`src/hdl/rcoc_pkg.sv`:
```
package rcoc_pkg;
  // apb register byte offsets
  localparam logic [11:0] REG_CTRL     = 12'h000;  // validation enables
  localparam logic [11:0] REG_VLAN     = 12'h004;  // vlan tag type
  localparam logic [11:0] REG_LAST     = 12'h008;  // last frame result
  localparam logic [11:0] REG_INT_STS  = 12'h00C;  // sticky events, read only
  localparam logic [11:0] REG_INT_CLR  = 12'h010;  // write one to clear
  localparam logic [11:0] REG_INT_EN   = 12'h014;  // interrupt enables
  // control register bit positions
  localparam int unsigned CTRL_IP_BIT   = 0;
  localparam int unsigned CTRL_TU_BIT   = 1;
  localparam int unsigned CTRL_ICMP_BIT = 2;
  localparam int unsigned CTRL_IGMP_BIT = 3;
  localparam int unsigned CTRL_W        = 4;
  localparam logic [3:0]  CTRL_RST      = 4'h0;
  localparam logic [15:0] VLAN_RST      = 16'h8100;
  // interrupt event bit positions
  localparam int unsigned EV_DONE = 0;
  localparam int unsigned EV_IP   = 1;
  localparam int unsigned EV_L4   = 2;
  localparam int unsigned EV_W    = 3;
  // ethernet header layout
  localparam logic [3:0]  MAC_ADDR_LAST = 4'hB;    // 12 address bytes
  localparam logic [3:0]  VLAN_TCI_LEN  = 4'h2;
  localparam logic [3:0]  SNAP_LEN      = 4'h6;
  localparam logic [1:0]  VLAN_MAX      = 2'h2;
  localparam logic [15:0] ETH_MIN_TYPE  = 16'h0600; // below: length field
  localparam logic [15:0] ETH_IPV4      = 16'h0800;
  localparam logic [15:0] ETH_IPV6      = 16'h86DD;
  // ip header layout and protocol numbers
  localparam logic [5:0]  IP4_MIN_HDR   = 6'h14;
  localparam logic [15:0] IP6_HDR_LEN   = 16'h0028;
  localparam logic [7:0]  PR_HOP        = 8'h00;
  localparam logic [7:0]  PR_ICMP       = 8'h01;
  localparam logic [7:0]  PR_IGMP       = 8'h02;
  localparam logic [7:0]  PR_IPIP       = 8'h04;
  localparam logic [7:0]  PR_TCP        = 8'h06;
  localparam logic [7:0]  PR_UDP        = 8'h11;
  localparam logic [7:0]  PR_IP6        = 8'h29;
  localparam logic [7:0]  PR_ROUTE      = 8'h2B;
  localparam logic [7:0]  PR_FRAG       = 8'h2C;
  localparam logic [7:0]  PR_ICMP6      = 8'h3A;
  localparam logic [7:0]  PR_DEST       = 8'h3C;
  localparam logic [15:0] CSUM_GOOD     = 16'hFFFF;
  localparam int unsigned FCS_LEN       = 4;

  typedef enum logic [1:0] {
    E_ADDR = 2'b00, E_TYPE = 2'b01, E_SKIP = 2'b10, E_L3 = 2'b11
  } rcoc_eth_e;

  typedef enum logic [1:0] {
    K_NONE = 2'b00, K_IP4 = 2'b01, K_IP6 = 2'b10
  } rcoc_kind_e;

  typedef enum logic [2:0] {
    P_NONE = 3'b000, P_IP4 = 3'b001, P_IP6 = 3'b010, P_EXT = 3'b011, P_L4 = 3'b100
  } rcoc_pst_e;

  // one received byte with its framing marks
  typedef struct packed {
    logic [7:0] data;
    logic       sof;
    logic       eof;
  } rcoc_byte_s;

  // per-frame result handed to the fifo controller
  typedef struct packed {
    logic [15:0] raw_csum;
    logic        ip_checked;
    logic        ip_err;
    logic        l4_checked;
    logic        l4_err;
    logic        is_ipv6;
    logic        is_frag;
  } rcoc_status_s;

  // ethernet header walker state
  typedef struct packed {
    rcoc_eth_e  st;
    logic [3:0] cnt;
    logic [7:0] thi;
    logic [1:0] vlan_n;
    logic       snap;
    rcoc_kind_e kind;
  } rcoc_eth_s;

  // layer 3 walker state and running sums
  typedef struct packed {
    rcoc_pst_e   st;
    logic [15:0] idx;
    logic [15:0] hbase;
    logic [15:0] ip_end;
    logic [15:0] ext_end;
    logic [15:0] l4base;
    logic [5:0]  ihl;
    logic        mf;
    logic [12:0] foff;
    logic [7:0]  proto;
    logic        v4;
    logic        v6;
    logic        frag6;
    logic        tun4;
    logic        l4seen;
    logic [15:0] raw;
    logic [15:0] ipsum;
    logic [15:0] l4sum;
    logic [15:0] psum;
    logic [15:0] ucks;
  } rcoc_parse_s;

  localparam rcoc_eth_s   ETH_RST   = '{st: E_ADDR, kind: K_NONE, default: '0};
  localparam rcoc_parse_s PARSE_RST = '{st: P_NONE, default: '0};
endpackage : rcoc_pkg

```
`src/hdl/rcoc_check.sv`:
```
// Overview of operation
// - ip protocol 2 means igmp payload
// - igmp sum covers whole ip payload
// - igmp check only when enable bit set
// - fragments skip the igmp check
// - ipv6 walks hop, destination, routing headers
// - ipv6 fragment header: raw checksum only
// - snap and one or two vlans allowed
// - ipv6: no ip header, no igmp check
// - ipv4 fragment: ip check only, raw kept
// - options never block any check
// - other l4: ip check, no tcp/udp
// - non-ip frames: raw checksum only
// - v6 in v4: outer ip, inner l4
// - v4 in v4: raw checksum only
// - fragment is mf with zero offset, or offset
// - failing l4 sum sets its own l4 error bit, apart from the ip one
// - programmable vlan type, two tags skipped
module rcoc_check
  import rcoc_pkg::*;
(
  input  wire logic                  ref_clk_i,
  input  wire logic                  rst_n_i,
  // apb slave
  input  wire logic [11:0]           paddr_i,
  input  wire logic                  psel_i,
  input  wire logic                  penable_i,
  input  wire logic                  pwrite_i,
  input  wire logic [31:0]           pwdata_i,
  output logic [31:0]                prdata_o,
  output logic                       pready_o,
  output logic                       pslverr_o,
  // receive byte stream from the mac
  input  wire logic                  rx_valid_i,
  input  wire rcoc_pkg::rcoc_byte_s  rx_i,
  output logic                       rx_ready_o,
  // byte stream and status toward the fifo controller
  output logic                       out_valid_o,
  output rcoc_pkg::rcoc_byte_s       out_o,
  output logic                       status_valid_o,
  output rcoc_pkg::rcoc_status_s     status_o,
  output logic                       irq_o
);
  import rcoc_pkg::*;

  // ones complement add with end-around carry
  function automatic logic [15:0] ocs_add(input logic [15:0] a, input logic [15:0] b);
    logic [16:0] s;
    s = {1'b0, a} + {1'b0, b};
    return s[15:0] + {15'd0, s[16]};
  endfunction : ocs_add

  // byte placed in its network-order lane: even index is the high byte
  function automatic logic [15:0] lane(input logic [7:0] b, input logic odd);
    return odd ? {8'h00, b} : {b, 8'h00};
  endfunction : lane

  logic [CTRL_W-1:0] ctrl;         // validation enables
  logic [15:0]       vlan_type;    // tag type that marks a vlan
  logic [EV_W-1:0]   int_sts;      // sticky events
  logic [EV_W-1:0]   int_en;       // interrupt mask
  rcoc_status_s      last_st;      // result of the last frame
  logic [31:0]       rd_data;      // read data captured in setup
  logic              rd_err;       // unmapped address flag
  rcoc_eth_s         es;           // ethernet walker
  rcoc_eth_s         next_es;
  rcoc_parse_s       ps;           // l3 walker
  rcoc_parse_s       next_ps;
  logic [7:0]        dly_b [FCS_LEN];  // holds back the fcs
  logic [FCS_LEN-1:0] dly_v;
  logic              fin;          // cycle after the last byte
  logic              p1_v, p2_v;   // output stream pipeline
  rcoc_byte_s        p1, p2;
  rcoc_status_s      next_st;

  // apb decode
  wire apb_setup  = psel_i & ~penable_i;
  wire apb_wr     = psel_i & penable_i & pwrite_i;
  wire hit_ctrl   = (paddr_i == REG_CTRL);
  wire hit_vlan   = (paddr_i == REG_VLAN);
  wire hit_last   = (paddr_i == REG_LAST);
  wire hit_sts    = (paddr_i == REG_INT_STS);
  wire hit_clr    = (paddr_i == REG_INT_CLR);
  wire hit_en     = (paddr_i == REG_INT_EN);
  wire hit_any    = hit_ctrl | hit_vlan | hit_last | hit_sts | hit_clr | hit_en;
  wire [31:0] rd_mux =
      hit_ctrl ? {28'h000_0000, ctrl} :
      hit_vlan ? {16'h0000, vlan_type} :
      hit_last ? {10'h000, last_st} :
      hit_sts  ? {29'h0000_0000, int_sts} :
      hit_en   ? {29'h0000_0000, int_en} : 32'h0000_0000;

  // single-cycle access phase: the slave never stalls
  assign pready_o  = 1'b1;
  assign prdata_o  = rd_data;
  assign pslverr_o = rd_err;

  // stream handshake: one refused cycle after each frame so state can clear
  wire in_fire  = rx_valid_i & rx_ready_o;
  assign rx_ready_o = ~fin;
  wire l3_go    = in_fire & (es.st == E_L3);
  wire pv       = l3_go & dly_v[FCS_LEN-1];   // byte leaving the fcs hold-back
  wire [7:0] pb = dly_b[FCS_LEN-1];
  wire [15:0] h = ps.idx - ps.hbase;          // offset inside current header
  wire [15:0] rx_type = {es.thi, rx_i.data};

  // first l3 byte picks the walker state from the ethertype
  wire rcoc_pst_e kind_st = (es.kind == K_IP4) ? P_IP4 :
                            (es.kind == K_IP6) ? P_IP6 : P_NONE;
  wire rcoc_pst_e eff_st  = (ps.idx == 16'h0000) ? kind_st : ps.st;
  wire is_ext  = (ps.proto == PR_HOP) | (ps.proto == PR_ROUTE) | (ps.proto == PR_DEST);
  wire v4_last = (h != 16'h0000) & (h == {10'h000, ps.ihl} - 16'h0001);

  // ethernet header walker
  always_comb begin
    next_es = es;
    if (in_fire) begin
      unique case (es.st)
        E_ADDR: begin
          next_es.cnt = es.cnt + 4'h1;
          if (es.cnt == MAC_ADDR_LAST) begin
            next_es.st  = E_TYPE;
            next_es.cnt = 4'h0;
          end
        end
        E_TYPE: begin
          if (es.cnt == 4'h0) begin
            next_es.thi = rx_i.data;
            next_es.cnt = 4'h1;
          end else if (rx_type == vlan_type && es.vlan_n != VLAN_MAX) begin
            // tag is stepped over and kept out of every sum
            next_es.vlan_n = es.vlan_n + 2'h1;
            next_es.st     = E_SKIP;
            next_es.cnt    = VLAN_TCI_LEN;
          end else if (rx_type < ETH_MIN_TYPE && !es.snap) begin
            // llc/snap header hides the real type six bytes later
            next_es.snap = 1'b1;
            next_es.st   = E_SKIP;
            next_es.cnt  = SNAP_LEN;
          end else begin
            next_es.st   = E_L3;
            next_es.kind = (rx_type == ETH_IPV4) ? K_IP4 :
                           (rx_type == ETH_IPV6) ? K_IP6 : K_NONE;
          end
        end
        E_SKIP: begin
          next_es.cnt = es.cnt - 4'h1;
          if (es.cnt == 4'h1) begin
            next_es.st  = E_TYPE;
            next_es.cnt = 4'h0;
          end
        end
        E_L3: begin
          next_es.st = E_L3;
        end
      endcase
    end
  end

  // layer 3 walker and running sums
  always_comb begin
    logic disp6;
    disp6   = 1'b0;
    next_ps = ps;
    if (pv) begin
      next_ps.idx = ps.idx + 16'h0001;
      next_ps.raw = ocs_add(ps.raw, lane(pb, ps.idx[0]));
      next_ps.st  = eff_st;
      unique case (eff_st)
        P_IP4: begin
          if (h == 16'h0000) begin
            next_ps.ihl = {pb[3:0], 2'b00};
            next_ps.v4  = 1'b1;
          end
          if (h == 16'h0002) next_ps.ip_end = {pb, 8'h00};
          if (h == 16'h0003) next_ps.ip_end = ps.hbase + {ps.ip_end[15:8], pb};
          if (h == 16'h0006) begin
            next_ps.mf         = pb[5];
            next_ps.foff[12:8] = pb[4:0];
          end
          if (h == 16'h0007) next_ps.foff[7:0] = pb;
          if (h == 16'h0009) next_ps.proto = pb;
          if (h >= 16'h000C && h <= 16'h0013) next_ps.psum = ocs_add(ps.psum, lane(pb, ps.idx[0]));
          // header sum runs over every header word, options included
          if (h == 16'h0000 || h < {10'h000, ps.ihl}) next_ps.ipsum = ocs_add(ps.ipsum, lane(pb, ps.idx[0]));
          if (v4_last) begin
            next_ps.hbase  = ps.idx + 16'h0001;
            next_ps.l4base = ps.idx + 16'h0001;
            if (ps.proto == PR_IP6) begin
              next_ps.st   = P_IP6;
              next_ps.psum = 16'h0000;
            end else if (ps.proto == PR_IPIP) begin
              next_ps.tun4 = 1'b1;
              next_ps.st   = P_NONE;
            end else begin
              next_ps.st     = P_L4;
              next_ps.l4seen = 1'b1;
            end
          end
        end
        P_IP6: begin
          next_ps.v6 = 1'b1;
          if (h == 16'h0004) next_ps.ext_end = {pb, 8'h00};
          if (h == 16'h0005) next_ps.ip_end = ps.hbase + IP6_HDR_LEN + {ps.ext_end[15:8], pb};
          if (h == 16'h0006) next_ps.proto = pb;
          if (h >= 16'h0008 && h <= 16'h0027) next_ps.psum = ocs_add(ps.psum, lane(pb, ps.idx[0]));
          if (h == IP6_HDR_LEN - 16'h0001) disp6 = 1'b1;
        end
        P_EXT: begin
          // extension header: next header, then length in 8-byte units
          if (h == 16'h0000) next_ps.proto = pb;
          if (h == 16'h0001) next_ps.ext_end = ps.hbase + {5'h00, pb, 3'b000} + 16'h0008;
          if (h > 16'h0001 && ps.idx + 16'h0001 == ps.ext_end) disp6 = 1'b1;
        end
        P_L4: begin
          if (ps.idx < ps.ip_end) begin
            // whole ip payload, so igmp covers the full message
            next_ps.l4sum = ocs_add(ps.l4sum, lane(pb, ps.idx[0]));
            if (h == 16'h0006) next_ps.ucks[15:8] = pb;
            if (h == 16'h0007) next_ps.ucks[7:0]  = pb;
          end else begin
            next_ps.st = P_NONE;
          end
        end
        P_NONE: begin
          next_ps.st = P_NONE;
        end
      endcase
      // leave an ipv6 or extension header toward the next one
      if (disp6) begin
        next_ps.hbase  = ps.idx + 16'h0001;
        next_ps.l4base = ps.idx + 16'h0001;
        if (is_ext) begin
          next_ps.st = P_EXT;
        end else if (ps.proto == PR_FRAG) begin
          next_ps.frag6 = 1'b1;
          next_ps.st    = P_NONE;
        end else begin
          next_ps.st     = P_L4;
          next_ps.l4seen = 1'b1;
        end
      end
    end
  end

  // end-of-frame decision, taken from the walker after its last byte
  wire v4_frag = ps.v4 & ((ps.mf & (ps.foff == 13'h0000)) | (ps.foff != 13'h0000));
  wire frag    = v4_frag | ps.frag6;
  wire is_tcp  = (ps.proto == PR_TCP);
  wire is_udp  = (ps.proto == PR_UDP);
  wire is_icmp = ps.v6 ? (ps.proto == PR_ICMP6) : (ps.proto == PR_ICMP);
  wire is_igmp = ~ps.v6 & (ps.proto == PR_IGMP);
  wire [15:0] l4_len = ps.ip_end - ps.l4base;
  wire pseudo  = is_tcp | is_udp | (is_icmp & ps.v6);
  wire [15:0] tot = pseudo ?
      ocs_add(ocs_add(ocs_add(ps.l4sum, ps.psum), {8'h00, ps.proto}), l4_len) : ps.l4sum;
  wire udp_zero = is_udp & (ps.ucks == 16'h0000);
  // ipv4 in ipv4 and fragments never reach a layer 4
  wire l4_do = ps.l4seen & ~frag & ~ps.tun4 &
               (((is_tcp | is_udp) & ctrl[CTRL_TU_BIT]) |
                (is_icmp & ctrl[CTRL_ICMP_BIT]) |
                (is_igmp & ctrl[CTRL_IGMP_BIT]));
  // zero udp checksum means unused on ipv4, error on ipv6
  wire l4_bad = udp_zero ? ps.v6 : (tot != CSUM_GOOD);
  // outer ipv4 header is checked even for fragments and v6 tunnels
  wire ip_do  = ctrl[CTRL_IP_BIT] & ps.v4 & ~ps.tun4;
  wire ip_bad = (ps.ipsum != CSUM_GOOD) | (ps.ihl < IP4_MIN_HDR);

  always_comb begin
    next_st.raw_csum   = ps.raw;
    next_st.ip_checked = ip_do;
    next_st.ip_err     = ip_do & ip_bad;
    next_st.l4_checked = l4_do;
    next_st.l4_err     = l4_do & l4_bad;
    next_st.is_ipv6    = ps.v6;
    next_st.is_frag    = frag;
  end

  wire [EV_W-1:0] ev = fin ? {next_st.l4_err, next_st.ip_err, 1'b1} : '0;
  assign irq_o = |(int_sts & int_en);

  // apb registers; a new event wins over a clear in the same cycle
  always_ff @(posedge ref_clk_i or negedge rst_n_i) begin
    if (!rst_n_i) begin
      ctrl      <= CTRL_RST;
      vlan_type <= VLAN_RST;
      int_en    <= '0;
      int_sts   <= '0;
      rd_data   <= 32'h0000_0000;
      rd_err    <= 1'b0;
    end else begin
      if (apb_wr && hit_ctrl) ctrl <= pwdata_i[CTRL_W-1:0];
      if (apb_wr && hit_vlan) vlan_type <= pwdata_i[15:0];
      if (apb_wr && hit_en)   int_en <= pwdata_i[EV_W-1:0];
      int_sts <= (int_sts & ~((apb_wr && hit_clr) ? pwdata_i[EV_W-1:0] : '0)) | ev;
      if (apb_setup) begin
        rd_data <= rd_mux;
        rd_err  <= ~hit_any;
      end
    end
  end

  // frame walkers; everything returns to its start value after a frame
  always_ff @(posedge ref_clk_i or negedge rst_n_i) begin
    if (!rst_n_i) begin
      es  <= ETH_RST;
      ps  <= PARSE_RST;
      fin <= 1'b0;
    end else begin
      fin <= in_fire & rx_i.eof;
      es  <= fin ? ETH_RST : next_es;
      ps  <= fin ? PARSE_RST : next_ps;
    end
  end

  // fcs hold-back line: the last four bytes never reach a sum
  always_ff @(posedge ref_clk_i or negedge rst_n_i) begin
    if (!rst_n_i) begin
      dly_v <= '0;
      for (int i = 0; i < FCS_LEN; i++) dly_b[i] <= 8'h00;
    end else if (fin) begin
      dly_v <= '0;
    end else if (l3_go) begin
      dly_v    <= {dly_v[FCS_LEN-2:0], 1'b1};
      dly_b[0] <= rx_i.data;
      for (int i = 1; i < FCS_LEN; i++) dly_b[i] <= dly_b[i-1];
    end
  end

  // two-stage stream pipe so the frame end meets its status
  always_ff @(posedge ref_clk_i or negedge rst_n_i) begin
    if (!rst_n_i) begin
      p1_v     <= 1'b0;
      p2_v     <= 1'b0;
      p1       <= '0;
      p2       <= '0;
      status_o <= '0;
      last_st  <= '0;
    end else begin
      p1_v <= in_fire;
      p1   <= rx_i;
      p2_v <= p1_v;
      p2   <= p1;
      if (fin) begin
        status_o <= next_st;
        last_st  <= next_st;
      end
    end
  end

  assign out_valid_o    = p2_v;
  assign out_o          = p2;
  assign status_valid_o = p2_v & p2.eof;
endmodule : rcoc_check

```
`config.mk`:
```
export PLATFORM = sky130hd
export DESIGN_NAME = rcoc_check
export DESIGN_NICKNAME = d
export VERILOG_FILES = /design/src/hdl/rcoc_pkg.sv /design/src/hdl/rcoc_check.sv
export SDC_FILE = /design/constraint.sdc
export NUM_CORES = 1
export LEC_CHECK = 0
export BUFFER_PORTS_ARGS = -buffer_cell sky130_fd_sc_hd__buf_2
export CORE_ASPECT_RATIO = 1.1
export CORE_MARGIN = 8
export CORE_UTILIZATION = 60
export CTS_CLUSTER_SIZE = 8
export DETAILED_ROUTE_END_ITERATION = 8
export GPL_ROUTABILITY_DRIVEN = 1
export GPL_TIMING_DRIVEN = 0
export PLACE_DENSITY = 0.78
export SLEW_MARGIN = 0
export SYNTH_ARGS = -nofsm -noshare
export SYNTH_HDL_FRONTEND = slang
export SYNTH_SLANG_ARGS = --single-unit
```
`constraint.sdc`:
```
create_clock -name ref_clk_i -period 12.1 [get_ports ref_clk_i]
set_input_delay 0 -clock ref_clk_i [delete_from_list [all_inputs] [get_ports ref_clk_i]]
set_output_delay 0 -clock ref_clk_i [all_outputs]
set_load 0.02 [all_outputs]
```
==> run_results.csv, run 1 <==
group,metric,value,unit
synth,netlist_area,25400,sq um
synth,synth_top_area_cell,"dfrtp_1",
run_status,violations,"hold timing",
cells_and_area,fin_cells,3650,
worst_setup_path,critPathTopFamily,"compound AO/OA/AOI/OAI gates",
power,power_switching,1100,uW
die,coreArea,42100,sq um
synth,yosysWarnings,0,
timing,whs,-0.399,ps
synth,synth_fa_ha_area_share,12.8,%
worst_setup_path,crit_top_cell,"ha_1",
clock_network,cts_tree,"yes",
worst_setup_path,critPathSlowestCell,"nor4_2",
clock_network,cts_htree_levels,2,
timing,tightest_slew,1200,ps
placed_design,dp_cells,3538,
cells_and_area,final_common_cell,"dfrtp_1",
global_routing,gr-total-overflow,0,
synth,netlist_instances,2860,
synth,synth_top_family_by_area,"simple AND/OR/NAND/NOR gates",
synth,yosysUniqueCellTypes,100,
synth,synthArstFlopShare,100,%
placed_design,io_buffers,100,
worst_setup_path,crit_fanout,6,
detailed_routing,drtIter0Drc,2070,
die,die_h,232,microns
power,power.sequential.fraction,39.5,%
synth,synth_area_leaders,"dfrtp_1 32%, ha_1 12%, xnor2_1 6.0%, nand2_1 4.0%, xor2_1 3.6%",
cells_and_area,layout-drive-gt1-share,9.86,%
clock_network,cts_setup_buffers,0,
power,p_sw_share,33.4,%
worst_setup_path,crit_arrival,11450,ps
cells_and_area,layout_common_cells,"325 x dfrtp_1, 271 x nand2_1, 235 x ha_1",
worst_setup_path,crit_buf_inv,1,
synth,yosys_register_bits,327,
die,start_util,60.4,%
clock_network,clock_latency,610,ps
die,die_x,212,microns
clock_network,root_buffer,"clkbuf_16",
synth,synth_edf_count,0,
timing,report.final.slew_viol_count,0,
power,p_per_area,116,nW/um^2
detailed_routing,wl_per_cell,21.9,microns
global_routing,grt_max_degree,125,
run_status,outcome,"finished with violations",
detailed_routing,antenna_left,0,
hold_path,hold_class,"input pin to asynchronous set/reset pin",
synth,synth_simple_gate_area_share,18.9,%
power,ir_drop,0.195,mV
global_routing,grt_pass1_vias,23100,
worst_setup_path,crit_required,12520,ps
worst_setup_path,crit_path_end_kind,"register",
timing,setup_viol,0,
placed_design,routabilityCongestion,0.988,
timing,period_needed,11030,ps
timing,rsz0062_at_grt,"false",
synth,avgSynthCellArea,8.89,sq um
timing,hold_viol,1,
global_routing,grt_pass1_wl,125,mm
global_routing,grtUsageTotal,31.9,%
synth,synth_ff_type,"dfrtp_1",
placed_design,hpwl,58.9,mm
power,clkPwrFrac,37.2,%
worst_setup_path,cp-start-kind,"register",
worst_setup_path,worstSetupPathType,"register to register",
clock_network,cts_sinks,327,
die,boundaryPins,130,
die,std_cell_rows,79,
synth,synth_compound_area_share,17.3,%
power,pwr-share-comb,23.3,%
worst_setup_path,cpPeakStageDelay,470,ps
synth,synth_top_area_share,32.0,%
cells_and_area,nets,3374,
power,internal-power,2200,uW
run,drv_cap,0,
clock_network,clk_path_buf_depth,3,
detailed_routing,drc_errors,0,
timing,finalSetupTns,0,ps
clock_network,clkTransAtPathRegs,50,ps
synth,synth_mux_area_share,4.73,%
timing,finClkSkew,56.1,ps
synth,synth-seq-area-share,32.2,%
detailed_routing,vias_per_cell,6.42,
power,cellLeakagePower,0.0137,uW
cells_and_area,syn_to_final_growth,12.1,%
cells_and_area,fillers,3409,
synth,synth-xor-area-share,9.97,%
detailed_routing,drt_pass1_iterations,6,
detailed_routing,vias,23400,
global_routing,antenna_found_initial,1,
timing,timing.fmax,0.0907,GHz
die,dieArea,49200,sq um
timing,fin_crit_sh,91.2,%
detailed_routing,wirelength,80.0,mm
clock_network,cts_made_buffers,47,
cells_and_area,final_area,28500,sq um
placed_design,dpl_cell_area,26700,sq um
timing,slew_headroom,19.8,%
-- metal layers --
layer,vias to the layer above,track usage [%],share of wire (%)
li1,10700,-,-
met4,0,18.7,6.5
met5,-,0,0
met3,296,4.82,7.5
met1,11400,39.8,40
met2,1096,52.2,46
-- state kept, by name (all words and copies together) (netlist names) --
signal,cells
ps,161
dly_b,24
last_st,22
prdata_o,22
es,19
next_st,17
vlan_type,16
out_o,10
p1,10
pb,8
ctrl,4
dly_v,4
int_en,3
int_sts,3
fin,1
out_valid_o,1
p1_v,1
pslverr_o,1
-- synthesized netlist by cell type (24+ instances only) --
library cell,n
o21bai_1,25
nand2b_1,24
and3_1,33
a21o_1,66
nor4_1,29
clkbuf_1,67
and2_1,26
mux2_2,70
ha_1,235
nand2_1,271
xor2_1,105
a21oi_1,157
nor2b_1,25
nor2_1,208
dfrtp_1,325
o21a_1,31
o21ai_0,160
nor3_1,75
xnor2_1,174
mux2i_1,40
inv_1,146
a211oi_1,31
nand4_1,49
nand3_1,116
-- power by group through the flow --
stage,clock network [uW],logic (uW),registers [uW]
after floorplan,0,541,1270
after global placement,0,711,1310
after detailed placement,0,739,1310
after CTS,1230,757,1300
after global routing,1280,850,1310
final,1230,771,1310
-- per-stage QoR --
step                      util (%)  hold slack [ps]  total power [uW]  worst slack (ps)
after floorplan                  -             -296              1810              3040
after global placement        63.4              111              2020              1310
after detailed placement      63.5             56.4              2050               984
after CTS                     67.7             29.0              3290               979
after global routing          67.7             62.5              3440               168
final                         67.7           -0.399              3310              1070
-- kinds of logic after synthesis --
logic type,count (synthesis)
flip-flops,327
buffers and inverters,252
adder cells (fa/ha/maj),251
other,2
XOR/XNOR,284
AND/OR/NAND/NOR,958
AO/OA/AOI/OAI,675
multiplexers,111
-- final timing paths --
check                         from          to  slack, ps  cells past startpoint
min in group ref_clk_i     rx_i[0]       p1[0]         60                      2
hold / removal             rst_n_i     ps[160]       -0.4                      2
setup reg to reg            ps[32]  last_st[2]       1070                     51
max in group asynchronous  rst_n_i      ps[87]      10980                      3
setup / recovery            ps[32]  last_st[2]       1070                     51
hold reg to reg              p1[5]    out_o[5]        350                      0
-- what timing repair did --
item	in CTS	in global routing
endpoints found under the hold margin	145	0
hold buffers	43	0
gates resized for setup	0	1
setup endpoints to repair	0	1
-- area by class of cell --
class	count	area [sq um]	share of cell area, %
clock buffer	64	1250	4.38
clock inverter	4	87.6	0.307
tap	567	709	2.49
sequential	327	8190	28.7
timing repair buffer	145	996	3.49
buffer	105	483	1.69
multi-input combinational	2290	16300	57.0
inverter	147	552	1.93
antenna	1	2.50	0.00877
Note: power is estimated with default switching activity, not from simulation.
==> run 2: changes to the inputs <==
--- a/config.mk
+++ b/config.mk
@@ -7,7 +7,7 @@
 export LEC_CHECK = 0
 export BUFFER_PORTS_ARGS = -buffer_cell sky130_fd_sc_hd__buf_2
 export CORE_ASPECT_RATIO = 1.1
-export CORE_MARGIN = 8
+export CORE_MARGIN = 1.5
 export CORE_UTILIZATION = 60
 export CTS_CLUSTER_SIZE = 8
 export DETAILED_ROUTE_END_ITERATION = 8
==> run_results.csv, run 2 (synthesis gave the netlist of run 1 again) <==
group,metric,value,unit
cells_and_area,final_common_cell,"dfrtp_1",
placed_design,routabilityCongestion,0.959,
detailed_routing,vias,23200,
timing,rsz0062_at_grt,"false",
placed_design,hpwl,57.5,mm
global_routing,antenna_found_initial,0,
timing,setup_viol,0,
worst_setup_path,regToRegStartpoint,"ps[32]",
worst_setup_path,crit_path_end_kind,"register",
detailed_routing,drtIter0Drc,1921,
worst_setup_path,ff2ff_path_depth,51,
detailed_routing,wl_per_cell,21.5,microns
clock_network,cts_sinks,327,
die,die_h,219,microns
power,power.sequential.fraction,39.2,%
timing,period_needed,11010,ps
global_routing,gr-total-overflow,0,
cells_and_area,multi_input_area,16300,sq um
timing,slew_headroom,23.2,%
power,p_sw_share,33.2,%
worst_setup_path,critPathTopFamily,"compound AO/OA/AOI/OAI gates",
worst_setup_path,crit_top_cell,"ha_1",
power,ir_drop,0.122,mV
worst_setup_path,cpPeakStageDelay,480,ps
worst_setup_path,cp-start-kind,"register",
power,cellLeakagePower,0.0138,uW
global_routing,grtUsageTotal,36.5,%
cells_and_area,syn_to_final_growth,12.2,%
clock_network,cts_htree_levels,2,
worst_setup_path,crit_required,12530,ps
cells_and_area,nets,3373,
cells_and_area,num_antenna_cells,0,
worst_setup_path,worstSetupPathType,"register to register",
worst_setup_path,rrSetupSlack,1090,ps
worst_setup_path,crit_buf_inv,1,
timing,timing.fmax,0.0909,GHz
cells_and_area,largest_reg_flops,161,
run,drv_cap,0,
global_routing,grt_max_degree,120,
die,coreArea,41600,sq um
detailed_routing,drt_pass1_iterations,6,
cells_and_area,layout_common_cells,"325 x dfrtp_1, 271 x nand2_1, 235 x ha_1",
cells_and_area,reg_top3,"ps: 161 flops, dly_b: 24 flops",
detailed_routing,wirelength,78.5,mm
power,clkPwrFrac,37.7,%
timing,tightest_slew,1150,ps
clock_network,clock_latency,610,ps
timing,whs,-8.09,ps
die,die_x,199,microns
cells_and_area,regMostFlops,"ps",
cells_and_area,fillers,3321,
run_status,outcome,"finished with violations",
clock_network,clkTransAtPathRegs,50,ps
clock_network,cts_setup_buffers,0,
timing,finClkSkew,55.2,ps
worst_setup_path,crit_fanout,6,
power,pwr-share-comb,23.1,%
hold_path,hold_class,"input pin to asynchronous set/reset pin",
power,p_per_area,117,nW/um^2
cells_and_area,seq_area,8190,sq um
clock_network,cts_made_buffers,47,
detailed_routing,drc_errors,0,
worst_setup_path,crit_arrival,11440,ps
die,boundaryPins,130,
power,internal-power,2220,uW
cells_and_area,utilization,68.6,%
worst_setup_path,critPathSlowestCell,"nor4_2",
worst_setup_path,reg2reg_to,"last_st[2]",
power,power_switching,1100,uW
timing,fin_crit_sh,91.0,%
global_routing,grt_pass1_vias,23300,
clock_network,root_buffer,"clkbuf_16",
global_routing,grt_pass1_wl,124,mm
die,start_util,61.2,%
timing,hold_viol,1,
clock_network,cts_tree,"yes",
clock_network,clk_path_buf_depth,3,
detailed_routing,antenna_left,0,
run_status,violations,"hold timing",
detailed_routing,vias_per_cell,6.36,
placed_design,io_buffers,100,
die,std_cell_rows,78,
timing,finalSetupTns,0,ps
cells_and_area,layout-drive-gt1-share,9.86,%
die,dieArea,43600,sq um
timing,report.final.slew_viol_count,0,
-- run 2: cell types whose count changed in the layout (fill, tap and decap cells not counted) --
cell	delta
bufinv_16	+1
clkbuf_1	+1
clkinv_16	+1
clkinvlp_4	-1
diode_2	-1
dlygate4sd3_1	-1
inv_16	-1
-- run 2: cell type report --
cell class                 count  area share (%)
buffer                       105            1.69
clock buffer                  65            4.39
clock inverter                 4           0.421
inverter                     147            1.93
multi-input combinational   2290            57.0
sequential                   327            28.7
tap                          560            2.46
timing repair buffer         144            3.45
-- run 2: power by group through the flow --
stage                     sequential, uW  combinational, uW  clock [uW]
after floorplan                     1270                541           0
after global placement              1310                709           0
after detailed placement            1310                734           0
after CTS                           1300                750        1260
after global routing                1310                846        1300
final                               1310                768        1250
-- run 2: worst max-delay path by stage --
stage          startpoint         end  slack (ps)  cells past startpoint
3_5_place_dp       ps[32]  last_st[2]         940                     51
3_3_place_gp       ps[32]  last_st[2]        1270                     51
6_report           ps[32]  last_st[2]        1090                     51
2_1_floorplan      ps[32]  last_st[2]        3040                     51
4_1_cts            ps[32]  last_st[2]         950                     51
5_1_grt            ps[32]  last_st[2]         180                     51
-- run 2: timing repair --
item	4_1_cts	5_1_grt
hold buffers	42	0
setup endpoints to repair	0	1
gates resized for setup	0	1
endpoints found under the hold margin	162	0
-- run 2: through the flow --
stage	std cells	total power [uW]	instance area, sq um	hold WS (ps)	setup slack, ps
2_1_floorplan	2869	1810	25500	-296	3040
4_1_cts	3642	3310	28500	14.2	954
3_5_place_dp	3531	2050	26700	113	941
6_report	3642	3330	28500	-8.09	1090
3_3_place_gp	3529	2020	26700	114	1270
5_1_grt	3642	3460	28500	31.4	183
-- run 2: layer usage --
metal / share of wire, % / track usage (%) / vias to the layer above
met5: 0 / 0 / -
met2: 46 / 59.3 / 1025
li1: - / - / 10600
met1: 40 / 45.7 / 11200
met3: 7.5 / 6.06 / 306
met4: 6.4 / 21.6 / 0
-- run 2: worst register-to-register path: cells and delay by family, from the launching register on --
kind	cells	cell delay, ps
DFF	1	440
buffers and inverters	1	70
AOI/OAI and AO/OA	21	4220
xor gates and xnor gates	2	250
and+or+nand+nor	17	3300
adders and majority gates	10	2580
